<file path="src/hw/aot_defines.svh">
// register offsets, field positions, reset values and fixed patterns of the output test block
// assumes it is included by its bare name from the design files
`ifndef AOT_DEFINES_SVH
`define AOT_DEFINES_SVH

`define AOT_ADDR_TEST 8'h0d
`define AOT_ADDR_SELF_TEST 8'h0e
`define AOT_ADDR_TRIM 8'h10
`define AOT_ADDR_OUTCFG 8'h14
`define AOT_ADDR_DRIVE 8'h15
`define AOT_ADDR_UP1_LO 8'h19
`define AOT_ADDR_UP1_HI 8'h1a
`define AOT_ADDR_UP2_LO 8'h1b
`define AOT_ADDR_UP2_HI 8'h1c

`define AOT_RST_TEST 8'h00
`define AOT_RST_SELF_TEST 8'h00
`define AOT_RST_TRIM 8'h00
`define AOT_RST_OUTCFG 8'h00
`define AOT_RST_DRIVE 8'h22
`define AOT_RST_UP 8'h00

// writable bit masks; open bits read as zero
`define AOT_MASK_SELF_TEST 8'h05
`define AOT_MASK_OUTCFG 8'hd7

// output test register fields
`define AOT_TEST_MODE_HI 3
`define AOT_TEST_SHORT_RST 4
`define AOT_TEST_LONG_RST 5
`define AOT_TEST_USER_LO 6
// self-test register fields
`define AOT_SELF_TEST_START 0
`define AOT_SELF_TEST_INIT 2
// output configuration fields
`define AOT_OUTCFG_INVERT 2
`define AOT_OUTCFG_DISABLE 4
`define AOT_OUTCFG_STD_LO 6

// output test mode codes
`define AOT_TM_OFF 4'h0
`define AOT_TM_MID 4'h1
`define AOT_TM_POS_FS 4'h2
`define AOT_TM_NEG_FS 4'h3
`define AOT_TM_CHECKER 4'h4
`define AOT_TM_LONG_PRS 4'h5
`define AOT_TM_SHORT_PRS 4'h6
`define AOT_TM_WORD_TOG 4'h7
`define AOT_TM_USER 4'h8
`define AOT_TM_BIT_TOG 4'h9
`define AOT_TM_SYNC 4'ha
`define AOT_TM_ONE_HIGH 4'hb
`define AOT_TM_MIXED 4'hc

// fixed pattern words, offset binary
`define AOT_PAT_MID 10'h200
`define AOT_PAT_POS_FS 10'h3ff
`define AOT_PAT_NEG_FS 10'h000
`define AOT_PAT_CHECK_A 10'h155
`define AOT_PAT_CHECK_B 10'h2aa
`define AOT_PAT_SYNC 10'h3e0
`define AOT_PAT_MIXED_A 10'h333
`define AOT_PAT_MIXED_B 10'h0f0
`define AOT_PAT_WALK_SEED 10'h001

// sequence generator orders and feedback taps
`define AOT_LONG_ORDER 23
`define AOT_LONG_TAP 18
`define AOT_SHORT_ORDER 9
`define AOT_SHORT_TAP 5

`endif

</file>
<file path="src/hw/aot_pkg.sv">
// types shared by the output test block
// assumes nothing beyond a SystemVerilog compiler
package aot_pkg;
  typedef logic [9:0] aot_word_t;
  typedef logic [7:0] aot_byte_t;
  // playback state of the user pattern modes
  typedef enum logic [1:0] {AOT_US_FIRST, AOT_US_SECOND, AOT_US_IDLE} aot_user_state_t;
endpackage

</file>
<file path="src/hw/aot_prbs.sv">
// fibonacci shift register for the pseudo-random test sequences
// assumes one shift per sample clock and a synchronous active-low reset
`timescale 1ns/100ps
module aot_prbs #(
  parameter int ORDER = 23,
  parameter int TAP = 18
) (
  input wire logic clock,
  input wire logic rst_n,
  input wire logic hold,
  output aot_pkg::aot_word_t word
);
  import aot_pkg::*;

  // an order below the word width keeps extra history bits above the order, so every output bit is driven
  localparam int WIDTH = (ORDER > $bits(aot_word_t)) ? ORDER : $bits(aot_word_t);

  logic [WIDTH-1:0] state_ff;
  logic [WIDTH-1:0] nxt_state;

  // held at the all-ones seed; an all-zero state would lock up
  always_comb begin
    if (hold) begin
      nxt_state = '1;
    end else begin
      nxt_state = {state_ff[WIDTH-2:0], state_ff[ORDER-1] ^ state_ff[TAP-1]};
    end
  end

  always_ff @(posedge clock) begin
    if (!rst_n) begin
      state_ff <= '1;
    end else begin
      state_ff <= nxt_state;
    end
  end

  assign word = state_ff[9:0];
endmodule // aot_prbs

</file>
<file path="src/hw/aot_top.sv">
// output test pattern, format and drive configuration behind the parallel sample port
// assumes the serial control port decoder hands over byte writes and reads on the sample clock,
// and that converted samples arrive one per clock in offset binary
//
// Overview of operation
// - an output test code from 0001 to 1100 replaces converted samples by the chosen fixed or toggling pattern.
// - code 0101 sends the order-23 pseudo-random sequence and code 0110 the order-9 sequence.
// - bit 0 of the self-test register at 0x0e starts the self-test, and that register resets to zero.
// - the low two bits of the output configuration pick the sample encoding, offset binary at 00 and reset.
// - output configuration at 0x14 holds standard in 7:6, disable at 4, invert at 2, and resets to 0x00.
// - the drive register holds four two-bit stripe counts for clock and data at both supplies, reset 0x22.
// - user mode plays two sixteen-bit patterns from byte pairs 0x19/0x1a and 0x1b/0x1c, low byte first, reset zero.
`timescale 1ns/100ps
`include "aot_defines.svh"
module aot_top (
  input wire logic clock,
  input wire logic rst_n,
  input wire logic reg_wr_en,
  input wire logic reg_rd_en,
  input wire aot_pkg::aot_byte_t reg_addr,
  input wire aot_pkg::aot_byte_t reg_wr_data,
  output aot_pkg::aot_byte_t reg_rd_data,
  input wire aot_pkg::aot_word_t sample_data,
  output aot_pkg::aot_word_t data_out,
  output logic data_out_en,
  output logic [1:0] output_standard,
  output logic [1:0] clock_drive_3v3,
  output logic [1:0] clock_drive_1v8,
  output logic [1:0] data_drive_3v3,
  output logic [1:0] data_drive_1v8,
  output aot_pkg::aot_byte_t offset_trim,
  output logic self_test_start,
  output logic self_test_init
);
  import aot_pkg::*;

  // offset binary to the selected encoding; 11 falls back to offset binary
  function automatic aot_word_t encode(input aot_word_t w, input logic [1:0] fmt);
    case (fmt)
      2'h1: encode = {~w[9], w[8:0]};
      2'h2: encode = w ^ {1'b0, w[9:1]};
      default: encode = w;
    endcase
  endfunction

  function automatic logic hit(input aot_byte_t addr, input aot_byte_t target);
    hit = reg_wr_en && (addr == target);
  endfunction

  //////////////////////////////////////////////////////////////////////////////
  // register file

  aot_byte_t test_ff, nxt_test;
  aot_byte_t self_test_ff, nxt_self_test;
  aot_byte_t trim_ff, nxt_trim;
  aot_byte_t outcfg_ff, nxt_outcfg;
  aot_byte_t drive_ff, nxt_drive;
  logic [15:0] up1_ff, nxt_up1;
  logic [15:0] up2_ff, nxt_up2;
  aot_byte_t rd_ff, nxt_rd;
  logic start_ff, nxt_start;

  // byte writes land one clock after the strobe
  always_comb begin
    nxt_test = test_ff;
    nxt_self_test = self_test_ff;
    nxt_trim = trim_ff;
    nxt_outcfg = outcfg_ff;
    nxt_drive = drive_ff;
    nxt_up1 = up1_ff;
    nxt_up2 = up2_ff;
    nxt_start = 1'b0;
    if (hit(reg_addr, `AOT_ADDR_TEST)) nxt_test = reg_wr_data;
    if (hit(reg_addr, `AOT_ADDR_SELF_TEST)) begin
      nxt_self_test = reg_wr_data & `AOT_MASK_SELF_TEST;
      // only a 0 to 1 write starts a run, rewriting 1 does not retrigger
      nxt_start = reg_wr_data[`AOT_SELF_TEST_START] & ~self_test_ff[`AOT_SELF_TEST_START];
    end
    if (hit(reg_addr, `AOT_ADDR_TRIM)) nxt_trim = reg_wr_data;
    if (hit(reg_addr, `AOT_ADDR_OUTCFG)) nxt_outcfg = reg_wr_data & `AOT_MASK_OUTCFG;
    if (hit(reg_addr, `AOT_ADDR_DRIVE)) nxt_drive = reg_wr_data;
    if (hit(reg_addr, `AOT_ADDR_UP1_LO)) nxt_up1[7:0] = reg_wr_data;
    if (hit(reg_addr, `AOT_ADDR_UP1_HI)) nxt_up1[15:8] = reg_wr_data;
    if (hit(reg_addr, `AOT_ADDR_UP2_LO)) nxt_up2[7:0] = reg_wr_data;
    if (hit(reg_addr, `AOT_ADDR_UP2_HI)) nxt_up2[15:8] = reg_wr_data;
  end

  // read data is registered; unmapped offsets answer zero
  always_comb begin
    nxt_rd = rd_ff;
    if (reg_rd_en) begin
      case (reg_addr)
        `AOT_ADDR_TEST: nxt_rd = test_ff;
        `AOT_ADDR_SELF_TEST: nxt_rd = self_test_ff;
        `AOT_ADDR_TRIM: nxt_rd = trim_ff;
        `AOT_ADDR_OUTCFG: nxt_rd = outcfg_ff;
        `AOT_ADDR_DRIVE: nxt_rd = drive_ff;
        `AOT_ADDR_UP1_LO: nxt_rd = up1_ff[7:0];
        `AOT_ADDR_UP1_HI: nxt_rd = up1_ff[15:8];
        `AOT_ADDR_UP2_LO: nxt_rd = up2_ff[7:0];
        `AOT_ADDR_UP2_HI: nxt_rd = up2_ff[15:8];
        default: nxt_rd = 8'h00;
      endcase
    end
  end

  always_ff @(posedge clock) begin
    if (!rst_n) begin
      test_ff <= `AOT_RST_TEST;
      self_test_ff <= `AOT_RST_SELF_TEST;
      trim_ff <= `AOT_RST_TRIM;
      outcfg_ff <= `AOT_RST_OUTCFG;
      drive_ff <= `AOT_RST_DRIVE;
      up1_ff <= {`AOT_RST_UP, `AOT_RST_UP};
      up2_ff <= {`AOT_RST_UP, `AOT_RST_UP};
      rd_ff <= 8'h00;
      start_ff <= 1'b0;
    end else begin
      test_ff <= nxt_test;
      self_test_ff <= nxt_self_test;
      trim_ff <= nxt_trim;
      outcfg_ff <= nxt_outcfg;
      drive_ff <= nxt_drive;
      up1_ff <= nxt_up1;
      up2_ff <= nxt_up2;
      rd_ff <= nxt_rd;
      start_ff <= nxt_start;
    end
  end

  //////////////////////////////////////////////////////////////////////////////
  // pseudo-random generators

  aot_word_t long_word;
  aot_word_t short_word;

  aot_prbs #(.ORDER(`AOT_LONG_ORDER), .TAP(`AOT_LONG_TAP)) u_long (
    .clock(clock),
    .rst_n(rst_n),
    .hold(test_ff[`AOT_TEST_LONG_RST]),
    .word(long_word)
  );

  aot_prbs #(.ORDER(`AOT_SHORT_ORDER), .TAP(`AOT_SHORT_TAP)) u_short (
    .clock(clock),
    .rst_n(rst_n),
    .hold(test_ff[`AOT_TEST_SHORT_RST]),
    .word(short_word)
  );

  //////////////////////////////////////////////////////////////////////////////
  // toggle phase, walking one and user playback

  logic phase_ff, nxt_phase;
  aot_word_t walk_ff, nxt_walk;
  aot_user_state_t user_ff, nxt_user;
  logic [3:0] mode;
  logic [1:0] user_mode;

  assign mode = test_ff[`AOT_TEST_MODE_HI:0];
  assign user_mode = test_ff[7:`AOT_TEST_USER_LO];

  // playback restarts on any test register write so a once mode can be replayed
  always_comb begin
    nxt_phase = ~phase_ff;
    nxt_walk = {walk_ff[8:0], walk_ff[9]};
    nxt_user = user_ff;
    if (hit(reg_addr, `AOT_ADDR_TEST)) begin
      nxt_user = AOT_US_FIRST;
    end else if (mode == `AOT_TM_USER) begin
      case (user_ff)
        AOT_US_FIRST: begin
          if (user_mode[0]) nxt_user = AOT_US_SECOND;
          else if (user_mode[1]) nxt_user = AOT_US_IDLE;
          else nxt_user = AOT_US_FIRST;
        end
        AOT_US_SECOND: nxt_user = user_mode[1] ? AOT_US_IDLE : AOT_US_FIRST;
        AOT_US_IDLE: nxt_user = AOT_US_IDLE;
        default: nxt_user = AOT_US_FIRST;
      endcase
    end
  end

  always_ff @(posedge clock) begin
    if (!rst_n) begin
      phase_ff <= 1'b0;
      walk_ff <= `AOT_PAT_WALK_SEED;
      user_ff <= AOT_US_FIRST;
    end else begin
      phase_ff <= nxt_phase;
      walk_ff <= nxt_walk;
      user_ff <= nxt_user;
    end
  end

  //////////////////////////////////////////////////////////////////////////////
  // pattern select, format and output register

  aot_word_t pattern;
  aot_word_t nxt_data, data_ff;
  logic en_ff, nxt_en;

  // user patterns are sixteen bits wide; the ten-bit port carries the top bits
  always_comb begin
    case (mode)
      `AOT_TM_OFF: pattern = sample_data;
      `AOT_TM_MID: pattern = `AOT_PAT_MID;
      `AOT_TM_POS_FS: pattern = `AOT_PAT_POS_FS;
      `AOT_TM_NEG_FS: pattern = `AOT_PAT_NEG_FS;
      `AOT_TM_CHECKER: pattern = phase_ff ? `AOT_PAT_CHECK_B : `AOT_PAT_CHECK_A;
      `AOT_TM_LONG_PRS: pattern = long_word;
      `AOT_TM_SHORT_PRS: pattern = short_word;
      `AOT_TM_WORD_TOG: pattern = phase_ff ? `AOT_PAT_POS_FS : `AOT_PAT_NEG_FS;
      `AOT_TM_USER: begin
        case (user_ff)
          AOT_US_FIRST: pattern = up1_ff[15:6];
          AOT_US_SECOND: pattern = up2_ff[15:6];
          default: pattern = `AOT_PAT_NEG_FS;
        endcase
      end
      `AOT_TM_BIT_TOG: pattern = `AOT_PAT_CHECK_B;
      `AOT_TM_SYNC: pattern = `AOT_PAT_SYNC;
      `AOT_TM_ONE_HIGH: pattern = walk_ff;
      `AOT_TM_MIXED: pattern = phase_ff ? `AOT_PAT_MIXED_B : `AOT_PAT_MIXED_A;
      default: pattern = sample_data;
    endcase
    // invert acts after the format so it also covers the test patterns
    nxt_data = encode(pattern, outcfg_ff[1:0]) ^ {10{outcfg_ff[`AOT_OUTCFG_INVERT]}};
    nxt_en = ~outcfg_ff[`AOT_OUTCFG_DISABLE];
  end

  always_ff @(posedge clock) begin
    if (!rst_n) begin
      data_ff <= 10'h000;
      en_ff <= 1'b0;
    end else begin
      data_ff <= nxt_data;
      en_ff <= nxt_en;
    end
  end

  assign data_out = data_ff;
  assign data_out_en = en_ff;
  assign reg_rd_data = rd_ff;
  assign output_standard = outcfg_ff[7:`AOT_OUTCFG_STD_LO];
  assign clock_drive_3v3 = drive_ff[7:6];
  assign clock_drive_1v8 = drive_ff[5:4];
  assign data_drive_3v3 = drive_ff[3:2];
  assign data_drive_1v8 = drive_ff[1:0];
  assign offset_trim = trim_ff;
  assign self_test_start = start_ff;
  assign self_test_init = self_test_ff[`AOT_SELF_TEST_INIT];
endmodule // aot_top

</file>
<file path="config.mk">
export PLATFORM = sky130hd
export DESIGN_NAME = aot_top
export DESIGN_NICKNAME = d
export VERILOG_FILES = /design/src/hw/aot_pkg.sv /design/src/hw/aot_prbs.sv /design/src/hw/aot_top.sv
export VERILOG_INCLUDE_DIRS = /design/src /design/src/hw
export SDC_FILE = /design/constraint.sdc
export NUM_CORES = 1
export LEC_CHECK = 0
export BUFFER_PORTS_ARGS = -buffer_cell sky130_fd_sc_hd__buf_2
export CAP_MARGIN = 20
export CORE_ASPECT_RATIO = 0.5
export CORE_MARGIN = 2
export CORE_UTILIZATION = 55
export CTS_CLUSTER_SIZE = 25
export DETAILED_ROUTE_END_ITERATION = 7
export PLACE_DENSITY = 0.77
export SYNTH_ARGS = -nofsm -noshare
export SYNTH_HDL_FRONTEND = slang
export SYNTH_SLANG_ARGS = --single-unit
</file>
<file path="constraint.sdc">
create_clock -name clock -period 3.5 [get_ports clock]
set_clock_uncertainty 0.05 [all_clocks]
set_input_delay 0.175 -clock clock [delete_from_list [all_inputs] [get_ports clock]]
set_output_delay 0.175 -clock clock [all_outputs]
set_load 0.02 [all_outputs]
</file>
After elaboration in Yosys (flattened, before gate mapping). Cells that the tools add are included.

Register bits after elaboration: 130. Logic and storage cells: 77.

Eq/ne operators: 25. Multiplexer cells: 10. Bitwise gates (word level): 10. Reduce and logical (&&, ||, !) cells: 14.

Operators with widths (count): 10-bit case mux with 12 select lines (1); 8-bit case mux with 9 select lines (1); 8-bit by 5-bit == test with 1-bit output, second input constant (7); 10-bit case mux with 2 select lines (2); 10-bit two-way mux (3); 4-bit == test, second input constant (5); 4-bit by 3-bit == test with 1-bit output, second input constant (4); 8-bit by 4-bit == test with 1-bit output, second input constant (2); 10-bit XOR (1); 10-bit by 9-bit XOR with 10-bit output (1); 1-bit logical AND (9); 4-bit by 2-bit == test with 1-bit output, second input constant (2); 2-bit case mux with 3 select lines (1); 2-bit OR reduction (3); 1-bit inverter (5); 2-bit by 1-bit == test with 1-bit output, second input constant (2); 2-bit == test, second input constant (2); 4-bit by 1-bit == test with 1-bit output, second input constant (1); 2-bit two-way mux (2); 2-bit zero test (1); 2-bit AND reduction (1); 1-bit XOR (2); 1-bit AND (1).

Logic depth before layout (Yosys ltp). Gate-level depths: netlist (run 1).

Depth after elaboration: 6. Mapped depth: 9. Mapped depth without buffers: 7.

By module. Synthesis (run 1) repeated with hierarchy kept, for this count alone.

Cell total of the unflattened synthesis: 695. Area total of the unflattened synthesis: 6316.1 um2.

By module, submodules not included: aot_top (instances 1, cells each 613, area each 5311.3 um2, seq. area each 1941.9 um2); aot_prbs (u_long) (instances 1, cells each 60, area each 721.9 um2, seq. area each 460.4 um2); aot_prbs (u_short) (instances 1, cells each 22, area each 282.8 um2, seq. area each 200.2 um2).

Least setup slack after synthesis (run 1). Ideal clock, no wire load.

Kind: register to register. Start point: register test_ff[1]. End point: register data_ff[7] (netlist: data_out[7]). Setup time: 0.141 ns. Data arrival time: 2.261 ns. Path slack: 1.048 ns. Stages on the path, launching flop included: 9. Path buffers: 1. Path through: dfxtp_1 > or4b_4 > or2_0 > buf_6 > o22a_1 > a31oi_4 > nor3_2 > a2111oi_1 > o311ai_1.

Cells in the longest elaborated chain, start to end: 5. Elaborated cells on any way between the ends: 16.

Ends and longest elaborated chain: start: declaration (line aot_top.sv:53) `aot_byte_t test_ff, nxt_test;`; start signal: assignment (line aot_top.sv:109) `` test_ff <= `AOT_RST_TEST; ``; start signal: assignment (line aot_top.sv:119) `test_ff <= nxt_test;`; 4-bit == test (tied with other cells) (line aot_top.sv:205) `case (mode)`; 10-bit case mux with 12 select lines * (line aot_top.sv:205); 10-bit by 9-bit XOR with 10-bit output (line aot_top.sv:41) `2'h2: encode = w ^ {1'b0, w[9:1]};`; 10-bit case mux with 2 select lines * (line aot_top.sv:39) `case (fmt)`; 10-bit XOR * (line aot_top.sv:228) `` nxt_data = encode(pattern, outcfg_ff[1:0]) ^ {10{outcfg_ff[`AOT_OUTCFG_INVERT]}}; ``; end signal: assignment (line aot_top.sv:237) `data_ff <= nxt_data;`; end: declaration (line aot_top.sv:200) `aot_word_t nxt_data, data_ff;`.

Mark *: on every way between the ends. The rest lies on a longest branch, timed or not. A chain may end at the register's enable or synchronous reset.

Worst setup path after layout (run 1).
Start point: register test_ff[0]. End point: register data_ff[2] (netlist: data_out[2]).

The elaborated chain is that of the path after synthesis.

==> reports/metrics.csv, run 1 <==
metric,value,unit
status,"finished, final reports clean",
hold_buf cts,0,
largest net degree at the start of global routing,67,
Leak,2.943,nW
Util after Layout,0.6509,
Most Crowded Layer GR,met2,
worst hold path startpoint,reg_wr_data[5],
Vias/cell,6.026,
GP Congestion,0.9242,
PD cells,505.1,nW/um^2
TritonCTS Buffers,17,
post-route cell area,7081,um^2
setup bufs post-CTS,0,
I/O Pins,69,
most frequent cells in the layout,"dfxtp_1 (130), mux2i_1 (78), buf_2 (68)",
Yosys warning total,0,
DRT iter0 DRCs,617,
"CTS clk-pin slew, worst paths",60,ps
chip width,152.7,um
Slew Limit Fails,0,
Starting Density,0.5594,
CP Launch Type,register,
Overall Global Routing Usage,0.2830,
Root Buffer,clkbuf_16,
#FFs+latches synth,130,
CP Capture Type,register,
final hold violation count,0,
First-pass DRT Iterations,7,
sequential-to-total area share from yosys stat,0.4277,
CP Max Fanout,10,
dpl hpwl,11.19,mm
cell taking the most area after synthesis,dfxtp_1,
initial antenna violation count,0,
H-Tree Depth,4,
Least-Margin Pin Slew,664.9,ps
gr ovfl total,0,
layout cells sized above 1,0.1662,
WL final,16.59,mm
Post-Syn Area,6085,um^2
RSZ-0062 raised after global routing,false,
Critical Path Max Stage Delay,560,ps
standard-cell rows,27,
launch point of the worst path,test_ff[0]$_SDFFE_PN0P_,
CORE AREA,10880,um^2
synthesized net count,692,
CP max-delay cell,or4b_4,
Post-synth EDFFs,0,
Final WS setup,786.9,ps
setup TNS,0,ps
WL/cell,19.27,um
area share of the largest cell type after synthesis,0.4277,
worst skew pair latency,420,ps
Sink Count,130,
Unique masters post-synth,62,
met1 GRT Util,0.4016,
worst hold path type,in -> reg,
max_cap viols,0,
CTS Buffer Depth,2,
via count,5188,
post_cts resized,0,
IO buf count,68,
CTS tree,done,
post-place setup slack,865.1,ps
Critical Path RT,3790,ps
GR Util met2,0.4067,
Area contributors post-synth,"dfxtp_1 (43%), mux2i_1 (13%), nor2b_1 (6.6%)",
min Tclk post-route,2713,ps
first-pass GRT wire length,26.53,mm
nets,736,
worst vdd ir,347.9,uV
critical path type,reg -> reg,
worst reg2reg path startpoint,test_ff[0]$_SDFFE_PN0P_,
worst rel slew slack,0.5558,
Inserted Diodes,0,
CP Data Arrival Time,3000,ps
Max Fclk,368.6,MHz
Critical path buffers and inverters,0,
Syn Inst Count,660,
Layout area overhead,16.37,%
Syn Area/Cell,9.219,um^2
Setup-failing EPs final,0,
M3 GR Usage,0.09111,
top_reg_cell synth,dfxtp_1,
Die Span Y,78.38,um
cell family contributing the most delay on the critical path,simple AND/OR/NAND/NOR gates,
period utilization,0.7752,
area post-placement,6457,um^2
vias in the first global route,4842,
Die ar.,11970,um^2
ys async rst share,0,
"commonest non-fill, non-tap cell in the layout",dfxtp_1,
Remaining DRCs,0,
worst-path cell chain,"or4b_4, or2_0, o221a_2, a21oi_1, nor2b_1, a221oi_1, mux2i_1",
DRT antenna net count,0,
[sequential cells by signal (all words and copies together), names as in the netlist, 2 cells and up]
register,cells
self_test_ff,2
reg_rd_data,8
offset_trim,8
drive_ff,8
data_out,10
outcfg_ff,6
u_long.state_ff,23
u_short.word,10
up2_ff,16
test_ff,8
walk_ff,10
up1_ff,16
user_ff,2
[worst min-delay path: cells and delay by family]
| family | cells | cell delay (ps) |
|---|---|---|
| AOI/OAI and AO/OA | 1 | 60 |
| and+or+nand+nor | 1 | 70 |
| buffers and inverters | 1 | 160 |
[metrics by stage]
stage,instances,total power [mW],hold slack [ps]
3_5_place_dp,830,1.715,343.1
6_report,861,3.576,52.77
5_1_grt,861,3.672,62.82
3_3_place_gp,830,1.714,340.3
2_1_floorplan,660,1.655,272.4
4_1_cts,861,3.584,48.60
[path summary, 6_finish.rpt]
kind	to	slack, ps	depth (start not counted)
setup reg to reg	data_out[2]$_SDFF_PN0_	790	7
hold / removal	test_ff[5]$_SDFFE_PN0P_	50	3
hold reg to reg	u_long.state_ff[15]$_SDFF_PP1_	350	1
setup / recovery	data_out[2]$_SDFF_PN0_	790	7
[cell usage after synthesis, drive strengths merged (8+ instances only)]
cell type / count
dfxtp: 130
nor3: 13
mux2i: 78
nor2b: 64
a31oi: 8
and2: 13
nand3: 18
a21oi: 16
o21ai: 18
nand2: 52
nor2: 22
inv: 9
a21boi: 14
buf: 9
o22ai: 11
and3: 10
clkbuf: 42
a22oi: 21
nand2b: 36
[cell families (layout without fill, tap and decap cells)]
group,after synthesis,after routing,share of synthesized area
adder cells (fa/ha/maj),2,2,0.004112
AND/OR/NAND/NOR,246,246,0.2233
flip-flops,130,130,0.4277
multiplexers,83,83,0.1376
XOR/XNOR,4,4,0.005759
AO/OA/AOI/OAI,134,134,0.1610
buffers and inverters,61,117,0.04051
[power by group]
| part | switching (mW) | leakage, nW | internal [mW] |
|---|---|---|---|
| Sequential | 0.0127 | 1.06 | 1.50 |
| Combinational | 0.112 | 1.59 | 0.0622 |
| Clock | 0.678 | 0.300 | 1.21 |
| Total | 0.803 | 2.94 | 2.77 |
[final cells by class]
type                       count  area (um^2)
clock inverter                12        180.2
sequential                   130         2603
inverter                      10        37.54
timing repair buffer          76        400.4
multi-input combinational    469         3236
fill                         898         3797
clock buffer                  19        442.9
tap                          145        181.4
[layer usage]
layer  part of all wire  wire length (um)
met2               0.41              6767
met5                  0                 0
met4              0.025               418
met3               0.10              1702
met1               0.46              7700
No activity file was read; power rests on OpenSTA's default activity.
==> inputs of run 2 (changes only) <==
--- a/config.mk
+++ b/config.mk
@@ -6,11 +6,12 @@
 export SDC_FILE = /design/constraint.sdc
 export NUM_CORES = 1
 export LEC_CHECK = 0
+export ABC_AREA = 1
 export BUFFER_PORTS_ARGS = -buffer_cell sky130_fd_sc_hd__buf_2
 export CAP_MARGIN = 20
 export CORE_ASPECT_RATIO = 0.5
 export CORE_MARGIN = 2
-export CORE_UTILIZATION = 55
+export CORE_UTILIZATION = 53
 export CTS_CLUSTER_SIZE = 25
 export DETAILED_ROUTE_END_ITERATION = 7
 export PLACE_DENSITY = 0.77
==> constraint.sdc (replaced) <==
create_clock -name clock -period 2.35 [get_ports clock]
set_clock_uncertainty 0.05 [all_clocks]
set_input_delay 0.1175 -clock clock [delete_from_list [all_inputs] [get_ports clock]]
set_output_delay 0.1175 -clock clock [all_outputs]
set_load 0.02 [all_outputs]
==> reports/metrics.csv, run 2 <==
metric,value,unit
nets,975,
CP max-delay cell,dfxtp_1,
Syn Area/Cell,6.801,um^2
DP Cell Count,1068,
Stages on worst setup path,14,
power share of the clock group,0.521,
Unique masters post-synth,38,
Inserted Diodes,0,
period utilization,0.8730,
area share of the largest cell type after synthesis,0.4373,
WL/cell,15.08,um
Reg2Reg Capture Point,data_out[1]$_SDFF_PN0_,
CORE AREA,10980,um^2
DRT antenna net count,0,
Critical Path Max Stage Delay,370,ps
RSZ-0062 raised after global routing,false,
largest net degree at the start of global routing,65,
GP Congestion,0.9446,
setup TNS,0,ps
cell taking the most area after synthesis,dfxtp_1,
met1 GRT Util,0.3732,
GR Util met2,0.4473,
hold_ws,20.08,ps
Max Fclk,487.5,MHz
chip width,153.9,um
H-Tree Depth,4,
Leak,3.320,nW
Internal,3.940,mW
"non-filler cells, final",1101,
worst reg2reg path startpoint,test_ff[0]$_SDFFE_PN0P_,
"most used cell, CP",nand2_1,
I/O Pins,69,
gr ovfl total,0,
Syn Inst Count,875,
Hold EP,offset_trim[3]$_SDFFE_PN0P_,
Starting Density,0.5420,
Final WS setup,298.5,ps
Post-synth EDFFs,0,
M3 GR Usage,0.04913,
Switch Pwr,1.253,mW
largest family of logic cells by synthesized area,simple AND/OR/NAND/NOR gates,
Area contributors post-synth,"dfxtp_1 (44%), nand2_1 (14%), inv_1 (7.5%)",
dpl hpwl,11.70,mm
IO buf count,68,
status,"finished, final reports clean",
standard-cell rows,27,
setup bufs post-CTS,0,
Layout area overhead,18.04,%
DRT iter0 DRCs,558,
Root Buffer,clkbuf_16,
top_reg_cell synth,dfxtp_1,
Remaining DRCs,0,
multi-input logic area,2723,um^2
initial antenna violation count,0,
post-route cell area,7024,um^2
Slew Limit Fails,0,
CP Data Arrival Time,2320,ps
"CTS clk-pin slew, worst paths",60,ps
min Tclk post-route,2051,ps
Setup-failing EPs final,0,
Regs by FF count,"u_long.state_ff: 23 flops, up1_ff: 16 flops, up2_ff: 16 flops",
Vias/cell,5.391,
First-pass DRT Iterations,5,
critical path type,reg -> reg,
FF-to-FF setup slack,300,ps
TritonCTS Buffers,17,
"commonest non-fill, non-tap cell in the layout",nand2_1,
Yosys warning total,0,
Flop pwr share,0.432,
post-place setup slack,332.1,ps
CP Launch Type,register,
Biggest register,u_long.state_ff,
post-synthesis mux area share,0,
cell family contributing the most delay on the critical path,simple AND/OR/NAND/NOR gates,
simple-gate share of the synthesized area,0.3003,
Least-Margin Pin Slew,707.9,ps
Synth Area in Compound Gates,0.1516,
Die ar.,12140,um^2
CTS Buffer Depth,2,
Overall Power,5.194,mW
xor and xnor fraction of the mapped netlist area,0.001472,
CP Max Fanout,13,
Gate power share,0.047,
Most Crowded Layer GR,met2,
Worst R2R Path Depth,14,
switching share of power,0.2413,
worst vdd ir,498.0,uV
max reg flops,23,
WL final,16.60,mm
"top cells by count, synth","nand2_1 (229), dfxtp_1 (130), inv_1 (119)",
worst skew pair latency,420,ps
area post-placement,6410,um^2
Die Span Y,78.93,um
layout cells sized above 1,0.1569,
sequential-to-total area share from yosys stat,0.4373,
first-pass GRT wire length,26.39,mm
Overall Global Routing Usage,0.2780,
Sink Count,130,
final hold violation count,0,
Util after Layout,0.6398,
synthesized net count,907,
ys async rst share,0,
hold depth,3,
PD cells,739.4,nW/um^2
most frequent cells in the layout,"nand2_1 (229), dfxtp_1 (130), inv_1 (119)",
worst hold path startpoint,reg_wr_data[3],
Critical Path RT,2620,ps
Post-Syn Area,5951,um^2
via count,5935,
CTS tree,done,
#FFs+latches synth,130,
post-synthesis adder-cell area fraction,0.004205,
Critical path buffers and inverters,1,
worst rel slew slack,0.5264,
register area,2603,um^2
worst hold path type,in -> reg,
fillcell total,962,
vias in the first global route,5347,
top-count cell post-synth,nand2_1,
max_cap viols,0,
CP Capture Type,register,
worst-path cell chain,"nor2_2, nand2_1, nand2_2, nand2_1, nor2_1, nand3_1, nand2_2, inv_2, nand2_1, nand2_1, nand2_1, nand3_1, nand2_1, nor2_1",
## run 2: cell families (layout without fill, tap and decap cells)
logic type / Yosys count / after routing
AOI/OAI and AO/OA: 166 / 166
adders and majority gates: 2 / 2
buffers and inverters: 159 / 240
and+or+nand+nor: 417 / 417
xor gates and xnor gates: 1 / 1
DFF: 130 / 130
## run 2: power by group through the flow
stage	logic (mW)	clock network, mW	registers [mW]
after global routing	0.272	2.80	2.24
after global placement	0.237	0	2.29
after detailed placement	0.240	0	2.29
after floorplan	0.133	0	2.30
after CTS	0.242	2.72	2.24
final	0.246	2.71	2.24
## run 2: worst max-delay path by stage
stage                                 start                     end
finish              test_ff[0]$_SDFFE_PN0P_  data_out[1]$_SDFF_PN0_
global route        test_ff[0]$_SDFFE_PN0P_  data_out[1]$_SDFF_PN0_
CTS                 test_ff[0]$_SDFFE_PN0P_  data_out[1]$_SDFF_PN0_
detailed placement  test_ff[0]$_SDFFE_PN0P_  data_out[1]$_SDFF_PN0_
global placement    test_ff[0]$_SDFFE_PN0P_  data_out[1]$_SDFF_PN0_
floorplan           test_ff[0]$_SDFFE_PN0P_  data_out[2]$_SDFF_PN0_
## run 2: repair_timing
item                                    4_1_cts  5_1_grt
endpoints found under the setup margin        0        0
resized for setup                             0        0
hold buffers                                  1        0
hold endpoints to repair                      8        0
## run 2: area by class of cell
| type | instances | area share |
|---|---|---|
| Multi-Input combinational cell | 586 | 0.3876 |
| Sequential cell | 130 | 0.3705 |
| Inverter | 128 | 0.06840 |
| Clock buffer | 19 | 0.06448 |
| Timing Repair Buffer | 80 | 0.06163 |
| Tap cell | 145 | 0.02583 |
| Clock inverter | 13 | 0.02155 |
## run 2: per-layer routing
| layer | vias to the layer above | routed length (um) |
|---|---|---|
| li1 | 2940 | - |
| met5 | - | 0 |
| met4 | 0 | 410 |
| met2 | 276 | 7344 |
| met1 | 2679 | 7410 |
| met3 | 40 | 1434 |
## run 2: tightest hold or removal path, stage by stage
cell and delay [ps]:
buf_2 140, inv_1 110, a21oi_1 70
